File: config.mk
export PLATFORM = sky130hd
export DESIGN_NAME = pif_top
export DESIGN_NICKNAME = d
export VERILOG_FILES = /design/src/hdl/pif_pkg.sv /design/src/hdl/pif_top.sv
export SDC_FILE = /design/constraint.sdc
export NUM_CORES = 1
export LEC_CHECK = 0
export ABC_AREA = 0
export BUFFER_PORTS_ARGS = -buffer_cell sky130_fd_sc_hd__buf_2
export CAP_MARGIN = 20
export CORE_MARGIN = 2
export CORE_UTILIZATION = 40
export CTS_BUF_LIST = sky130_fd_sc_hd__clkbuf_8
export CTS_CLUSTER_SIZE = 40
export DETAILED_ROUTE_END_ITERATION = 10
export GPL_TIMING_DRIVEN = 0
export HOLD_SLACK_MARGIN = 0.03
export PLACE_DENSITY = 0.8
export SETUP_SLACK_MARGIN = 0.3
export SLEW_MARGIN = 20
export SYNTH_ARGS = -nofsm -noshare
export SYNTH_HDL_FRONTEND = slang
export SYNTH_SLANG_ARGS = --single-unit
File: constraint.sdc
create_clock -name REF_CLK -period 3.4 [get_ports REF_CLK]
set_input_delay 0.68 -clock REF_CLK [delete_from_list [all_inputs] [get_ports REF_CLK]]
set_output_delay 0.68 -clock REF_CLK [all_outputs]
set_load 0.1 [all_outputs]
File: src/hdl/pif_pkg.sv
// Register map, field positions and state types of the peripheral flag unit
package pif_pkg;

   localparam logic [11:0] OFS_FLAG2   = 12'h000;
   localparam logic [11:0] OFS_FLAG3   = 12'h004;
   localparam logic [11:0] OFS_ENABLE1 = 12'h008;
   localparam logic [11:0] OFS_ENABLE2 = 12'h00C;
   localparam logic [11:0] OFS_CTRL    = 12'h010;

   localparam int B_OSC_FAIL        = 7;
   localparam int B_COMPARATOR      = 6;
   localparam int B_UNUSED          = 5;
   localparam int B_NV_DONE         = 4;
   localparam int B_COLLISION_ONE   = 3;
   localparam int B_VOLTAGE         = 2;
   localparam int B_TIMER_THREE     = 1;
   localparam int B_CAPCOMP_TWO     = 0;

   localparam int B_SYNC_TWO        = 7;
   localparam int B_COLLISION_TWO   = 6;
   localparam int B_RX_TWO          = 5;
   localparam int B_TX_TWO          = 4;
   localparam int B_TIMER_FOUR      = 3;
   localparam int B_CAPCOMP_FIVE    = 2;
   localparam int B_CAPCOMP_FOUR    = 1;
   localparam int B_CAPCOMP_THREE   = 0;

   localparam int B_PRIO_LEVELS     = 0;
   localparam int B_PERIPH_ENABLE   = 1;
   localparam int B_REQUEST_STATE   = 2;

   localparam logic [7:0] FLAG2_MASK   = 8'hDF;
   localparam logic [7:0] FLAG3_SW_MASK = 8'hCF;
   localparam logic [7:0] RST_FLAG     = 8'h00;
   localparam logic [7:0] RST_ENABLE   = 8'h00;
   localparam logic [1:0] RST_CTRL     = 2'h0;

   typedef enum {
      REG_FLAG2,
      REG_FLAG3,
      REG_ENABLE1,
      REG_ENABLE2,
      REG_CTRL,
      REG_NONE
   } pif_reg_e;

   typedef struct packed {
      logic [7:0]  flag2;
      logic [7:0]  flag3;
      logic [7:0]  en1;
      logic [7:0]  en2;
      logic [1:0]  ctrl;
      logic [31:0] prdata;
      logic        pready;
      logic        pslverr;
      logic        irq;
   } pif_state_s;

endpackage

File: src/hdl/pif_top.sv
// Peripheral interrupt flag and enable registers behind an APB slave
//
// Implementation choices: the APB register port and the register offsets.
`timescale 1ns/1ns
`default_nettype none

module pif_top
(
   input  wire logic        REF_CLK,
   input  wire logic        RSTN,
   input  wire logic        PSEL,
   input  wire logic        PENABLE,
   input  wire logic        PWRITE,
   input  wire logic [11:0] PADDR,
   input  wire logic [31:0] PWDATA,
   output logic      [31:0] PRDATA,
   output logic             PREADY,
   output logic             PSLVERR,
   input  wire logic [7:0]  FLAG1_IN,
   input  wire logic [7:0]  ENABLE3_IN,
   input  wire logic [7:0]  FLAG2_SET,
   input  wire logic [7:0]  FLAG3_SET,
   input  wire logic        RX_TWO_FULL,
   input  wire logic        TX_TWO_EMPTY,
   output logic             PRIORITY_LEVELS_ENABLE,
   output logic             PERIPH_IRQ_ENABLE,
   output logic             PERIPH_IRQ
);

   pif_pkg::pif_state_s st;
   pif_pkg::pif_state_s next_st;
   pif_pkg::pif_reg_e   idx;
   logic                acc;
   logic                done;
   logic                wr;

   // Address to register index; misaligned or unknown gives none
   function automatic pif_pkg::pif_reg_e reg_index(input logic [11:0] a);
      pif_pkg::pif_reg_e r;
      case (a)
         pif_pkg::OFS_FLAG2:   r = pif_pkg::REG_FLAG2;
         pif_pkg::OFS_FLAG3:   r = pif_pkg::REG_FLAG3;
         pif_pkg::OFS_ENABLE1: r = pif_pkg::REG_ENABLE1;
         pif_pkg::OFS_ENABLE2: r = pif_pkg::REG_ENABLE2;
         pif_pkg::OFS_CTRL:    r = pif_pkg::REG_CTRL;
         default:              r = pif_pkg::REG_NONE;
      endcase
      return r;
   endfunction

   // Combined peripheral request from flags, enables and control
   function automatic logic req_calc(
      input logic [7:0] f1,
      input logic [7:0] e1,
      input logic [7:0] f2,
      input logic [7:0] e2,
      input logic [7:0] f3,
      input logic [7:0] e3,
      input logic [1:0] c
   );
      logic any;
      any = |(f1 & e1) | |(f2 & e2 & pif_pkg::FLAG2_MASK) | |(f3 & e3);
      return any & (c[pif_pkg::B_PRIO_LEVELS] | c[pif_pkg::B_PERIPH_ENABLE]);
   endfunction

   always_comb
   begin
      next_st = st;
      idx     = reg_index(PADDR);
      acc     = PSEL & PENABLE;
      done    = acc & st.pready;
      wr      = done & PWRITE;
      next_st.pready = acc & ~st.pready;
      if (acc & ~st.pready)
      begin
         next_st.pslverr = (idx == pif_pkg::REG_NONE);
         case (idx)
            pif_pkg::REG_FLAG2:   next_st.prdata = {24'h000000, st.flag2 & pif_pkg::FLAG2_MASK};
            pif_pkg::REG_FLAG3:   next_st.prdata = {24'h000000, st.flag3};
            pif_pkg::REG_ENABLE1: next_st.prdata = {24'h000000, st.en1};
            pif_pkg::REG_ENABLE2: next_st.prdata = {24'h000000, st.en2 & pif_pkg::FLAG2_MASK};
            pif_pkg::REG_CTRL:    next_st.prdata = {29'h00000000, st.irq, st.ctrl};
            default:              next_st.prdata = 32'h00000000;
         endcase
      end
      else if (done)
      begin
         next_st.pslverr = 1'b0;
      end
      // Software writes first, hardware sets afterwards so a set wins
      if (wr)
      begin
         case (idx)
            pif_pkg::REG_FLAG2:   next_st.flag2 = PWDATA[7:0] & pif_pkg::FLAG2_MASK;
            pif_pkg::REG_FLAG3:   next_st.flag3 = PWDATA[7:0] & pif_pkg::FLAG3_SW_MASK;
            pif_pkg::REG_ENABLE1: next_st.en1 = PWDATA[7:0];
            pif_pkg::REG_ENABLE2: next_st.en2 = PWDATA[7:0] & pif_pkg::FLAG2_MASK;
            pif_pkg::REG_CTRL:    next_st.ctrl = PWDATA[1:0];
            default:              next_st.ctrl = next_st.ctrl;
         endcase
      end
      // Events set flags whatever the enables say
      next_st.flag2 = (next_st.flag2 | FLAG2_SET) & pif_pkg::FLAG2_MASK;
      next_st.flag3 = (next_st.flag3 | FLAG3_SET) & pif_pkg::FLAG3_SW_MASK;
      next_st.flag3[pif_pkg::B_RX_TWO] = RX_TWO_FULL;
      next_st.flag3[pif_pkg::B_TX_TWO] = TX_TWO_EMPTY;
      // Request follows the new state at once
      next_st.irq = req_calc(FLAG1_IN, next_st.en1, next_st.flag2, next_st.en2,
                             next_st.flag3, ENABLE3_IN, next_st.ctrl);
   end

   always_ff @(posedge REF_CLK)
   begin
      if (!RSTN)
      begin
         st         <= '0;
         st.flag2   <= pif_pkg::RST_FLAG;
         st.flag3   <= pif_pkg::RST_FLAG;
         st.en1     <= pif_pkg::RST_ENABLE;
         st.en2     <= pif_pkg::RST_ENABLE;
         st.ctrl    <= pif_pkg::RST_CTRL;
      end
      else
      begin
         st <= next_st;
      end
   end

   assign PRDATA                 = st.prdata;
   assign PREADY                 = st.pready;
   assign PSLVERR                = st.pslverr;
   assign PERIPH_IRQ             = st.irq;
   assign PRIORITY_LEVELS_ENABLE = st.ctrl[pif_pkg::B_PRIO_LEVELS];
   assign PERIPH_IRQ_ENABLE      = st.ctrl[pif_pkg::B_PERIPH_ENABLE];
endmodule // pif_top

`default_nettype wire
-- Word level (Yosys, flattened, before mapping)
Index checks and enable logic that the tools add are counted.
- output and inout port bits: 37
- register bits after elaboration: 69
- logic and storage cells: 49
- reduce and logical (&&, ||, !) cells: 6
- eq/ne operators: 9
- bitwise logic cells: 14
- mux-type cells: 10
- operator list (kind ; number):
    one-hot mux 8 bit (5 select lines) ; 1
    two-way mux 34 bit ; 1
    == test 32 x 4 -> 1 bit, second input constant ; 1
    zero test 32 bit ; 1
    two-way mux 8 bit ; 4
    AND 8 bit ; 3
    == test 12 x 4 -> 1 bit, second input constant ; 2
    bitwise OR 8 bit ; 2
    OR reduction 8 bit ; 2
    one-hot mux 3 bit (5 select lines) ; 1
    == test 12 x 3 -> 1 bit, second input constant ; 1
    == test 12 x 5 -> 1 bit, second input constant ; 1
    zero test 12 bit ; 1
    OR reduction 7 bit ; 1
    == test 3 x 2 -> 1 bit, second input constant ; 2
    AND 1 bit ; 5
    == test 3 x 1 -> 1 bit, second input constant ; 1
    == test 3 bit, second input constant ; 1
    bitwise OR 1 bit ; 3
    two-way mux 1 bit ; 2
    two-way mux 2 bit ; 1
    nonzero test 2 bit ; 1
    NOT 1 bit ; 1

-- Depth between registers and ports, before layout
- depth in word-level cells: 11
- depth in mapped cells: 9
- gate-level depth less buffers: 7

-- Least setup slack after synthesis
No wires, ideal clock.
- path kind: register -> register
- start point: register st, in the netlist PREADY
- end point: register st, in the netlist PERIPH_IRQ
- setup time: 0.127 ns
- cell stages (with the launch flop): 10
- arrival: 2.529 ns
- path slack: 0.743 ns
- cell sequence: dfxtp_1 > and4_1 > buf_2 > and4_1 > buf_6 > mux2i_1 > nand2b_1 > o2111ai_1 > nor4_1 > a2bb2oi_1
- cells in the longest elaborated chain, start to end: 9
- elaborated cells between the ends (all ways): 15
- ends and longest elaborated chain (item ; line ; text):
    start: declaration ; pif_top.sv:30 ; pif_pkg::pif_state_s st;
    start signal: assignment ; pif_top.sv:125 ; st <= next_st;
    AND 1 bit * ; pif_top.sv:71 ; done = acc & st.pready;
    AND 1 bit * ; pif_top.sv:72 ; wr = done & PWRITE;
    two-way mux 34 bit * ; pif_top.sv:91 ; if (wr)
    bitwise OR 8 bit ; pif_top.sv:103 ; next_st.flag2 = (next_st.flag2 | FLAG2_SET) & pif_pkg::FLAG2_MASK;
    AND 8 bit ; pif_top.sv:62 ; any = |(f1 & e1) | |(f2 & e2 & pif_pkg::FLAG2_MASK) | |(f3 & e3);
    OR reduction 7 bit ; pif_top.sv:62 ;
    bitwise OR 1 bit (2 in series) ; pif_top.sv:62 ;
    AND 1 bit * ; pif_top.sv:63 ; return any & (c[pif_pkg::B_PRIO_LEVELS] | c[pif_pkg::B_PERIPH_ENABLE]);
Mark *: on every way between the ends. The rest lies on a longest branch, timed or not.
A chain may end at the register's enable or synchronous reset.

-- Final worst setup path
- start point: input PADDR[1]
- end point: register st, in the netlist PERIPH_IRQ
- cells in the longest elaborated chain, start to end: 11
- elaborated cells between the ends (all ways): 29
- ends and longest elaborated chain (item ; line ; text):
    start: declaration ; pif_top.sv:14 ; input wire logic [11:0] PADDR,
    == test 12 x 5 -> 1 bit, or another cell as far along ; pif_top.sv:40 ; case (a)
    one-hot mux 3 bit (5 select lines) * ; pif_top.sv:40 ;
    zero test 32 bit ; pif_top.sv:93 ; case (idx)
    two-way mux 8 bit ; pif_top.sv:93 ;
    two-way mux 34 bit * ; pif_top.sv:91 ;
    bitwise OR 8 bit ; pif_top.sv:103 ;
    AND 8 bit ; pif_top.sv:62 ;
    OR reduction 7 bit ; pif_top.sv:62 ;
    bitwise OR 1 bit (2 in series) ; pif_top.sv:62 ;
    AND 1 bit * ; pif_top.sv:63 ;
Marks and branches as above.

==> impl_metrics.toml <==
[status]
status = "finished, final reports clean"

[cells_and_area]
insertedDiodeCount = 0
drive_gt1_share_pct = 37.1
nNetsFinal = 452
syn2layout_area_growth_pct = 24.8
stdcell_area_um2 = 3060
stdcell_count = 444

[sta]
period_needed_ns = 2.72
rsz0062_at_grt = "false"
finClkSkew_ns = 0.00531
fmax_mhz = 367
finalSetupViolations = 0
hold_viol = 0
period_share_pct = 80.1
drv_slew = 0
timing.slew.headroom_pct = 64.5
fin_setup_tns_ns = 0
worst_pin_slew_ns = 0.530

[routing]
drt_wl_total_mm = 6.19
detail-route-antenna-nets = 0
routed_via_density = 4.90
route.detailed.drc = 0
drt_iter0_drc = 91
post_drt_wl_per_cell_um = 13.9
first_pass_iters = 4
num_vias = 2176

[cts]
root_buffer = "clkbuf_8"
clockBufferDepth = 2
cts_setup_buffers = 0
clock_sinks = 43
h-tree-depth = 2
cts_resized = 0
path_clk_slew_ns = 0.08
cts_tree = "done"
cts_buffers = 5
clk_latency_ns = 0.30
cts-hold-fix-buffers = 0

[synthesis]
ys_seq_elements = 43
syn-mean-instance-area_um2 = 9.06
synth_seq_area_share_pct = 35.0
netlist_instances = 271
yosys_warnings = 0
synth_cell_types = 42
netlist_area_um2 = 2460

[global_route]
antenna_found_initial = 0
grt_pass1_wl_mm = 9.53
first_global_vias = 2066
grt_max_degree = 13
grt_overflow = 0
track_usage_pct = 19.2

[placed_design]
port_buffers = 68
place_inst = 437
post-dp-hpwl_mm = 4.99
place_area_um2 = 2980
gp_congestion = 0.872

[hold_path]
hold_path_class = "reg -> reg"

[setup_path]
cp-start-kind = "input port"
end_kind = "flip-flop"
crit_required_ns = 3.57
critPathKind = "in -> reg"
worst_ep_arrival_time_ns = 2.90
cp_max_fo = 7

[flow_run]
cap_violations = 0

[die]
coreArea_um2 = 5920
dieWidth_um = 82.4
die_y_um = 82.4
rows = 28
ioPinCount = 120
start_util_pct = 41.5
dieArea_um2 = 6780

[power_and_ir_drop]
ir_drop_mv = 0.199
power_density_nw_per_um2 = 373
p_leak_nw = 1.46
total_power_mw = 1.14
## cells by family (layout without fill, tap and decap cells)
kind of cell / after synthesis / count (layout) / synth area share [%]
AOI/OAI and AO/OA: 44 / 44 / 11.7
buffers and inverters: 52 / 127 / 14.2
DFF: 43 / 43 / 35.0
muxes: 29 / 29 / 15.5
other: 1 / 24 / 0.153
and+or+nand+nor: 102 / 102 / 23.4
## cell type report
cell class / instances / area (um^2)
Clock inverter: 1 / 5.00
Multi-Input combinational cell: 199 / 1330
Fill cell: 569 / 2860
Clock buffer: 6 / 82.6
Buffer: 44 / 318
Inverter: 8 / 30.0
Tap cell: 75 / 93.8
Sequential cell: 43 / 861
Timing Repair Buffer: 68 / 340
## registers in the layout (all words and copies together), names as in the netlist
name                    flops
PRIORITY_LEVELS_ENABLE      1
PSLVERR                     1
st                         30
PREADY                      1
PERIPH_IRQ_ENABLE           1
PRDATA                      8
PERIPH_IRQ                  1
## cell usage in the layout (no fill, tap or decap), drive strengths merged, types with 4 or more instances in the layout
| cell type | instances |
|---|---|
| mux4 | 7 |
| and4 | 4 |
| dfxtp | 43 |
| and2 | 8 |
| a21oi | 18 |
| o21ai | 6 |
| nand2 | 20 |
| nand3 | 7 |
| nor2 | 37 |
| buf | 107 |
| a2bb2oi | 5 |
| inv | 7 |
| nor4 | 4 |
| conb | 24 |
| clkbuf | 11 |
| mux2i | 19 |
| nand2b | 5 |
| nor3 | 9 |
| o21a | 4 |
## final timing paths
kind | start | to | slack (ns) | cells after the start
max | PADDR[1] | PERIPH_IRQ$_SDFF_PN0_ | 0.68 | 8
min reg2reg | PRDATA[4]$_SDFFE_PN0P_ | PRDATA[4]$_SDFFE_PN0P_ | 0.46 | 2
max reg2reg | PREADY$_SDFF_PN0_ | PERIPH_IRQ$_SDFF_PN0_ | 1.01 | 8
min | PRDATA[4]$_SDFFE_PN0P_ | PRDATA[4]$_SDFFE_PN0P_ | 0.46 | 2
## where the power goes
| part | switching, mW | internal, mW | total, mW | leakage (nW) |
|---|---|---|---|---|
| registers | 0.00892 | 0.519 | 0.528 | 0.352 |
| clock network | 0.167 | 0.159 | 0.326 | 0.0470 |
| logic | 0.209 | 0.0810 | 0.290 | 1.06 |
## critical path, stage by stage
cell,delay [ns]
buf_2,0.11
nor4_4,0.51
nand4_4,0.28
o21a_1,0.25
o21ai_0,0.35
o2111ai_1,0.17
nor4_1,0.44
a2bb2oi_1,0.10
## per-stage QoR
stage | hold WS [ns] | utilization, % | setup WS [ns]
after global routing | 0.479 | 51.8 | 0.553
after global placement | 0.446 | 50.3 | 0.507
after detailed placement | 0.451 | 50.3 | 0.390
final | 0.461 | 51.8 | 0.676
after CTS | 0.462 | 51.8 | 0.718
after floorplan | 0.432 | - | 0.743
## per-layer routing
metal / vias to the layer above / track usage (%) / share of wire (%)
met5: - / 0 / 0
met4: 0 / 7.33 / 1.1
met3: 6 / 5.00 / 8.8
met2: 97 / 33.1 / 49
met1: 986 / 22.7 / 41
li1: 1087 / - / -
## synthesized netlist by cell type (all sizes together)
library cell,number,area (um^2)
a21oi,18,90.1
mux2,3,33.8
dfxtp,43,861
nand3b,1,7.51
conb,1,3.75
a22oi,3,22.5
nor4b,2,23.8
inv,7,26.3
nand3,7,35.0
nor2,37,141
and2,8,50.1
o22ai,1,6.26
nand2,20,75.1
o21a,4,30.0
nor4bb,1,10.0
o2111ai,3,26.3
nor4,4,61.3
mux2i,19,190
o21ai,6,33.8
clkbuf,5,18.8
a22o,1,8.76
mux4,7,158
a221oi,3,26.3
nand4,3,40.0
clkinv,1,3.75
nor3,9,55.1
and4,4,37.5
buf,39,299
or2,1,6.26
a2bb2oi,5,43.8
nand2b,5,31.3
(Power assumes the default switching activity.)
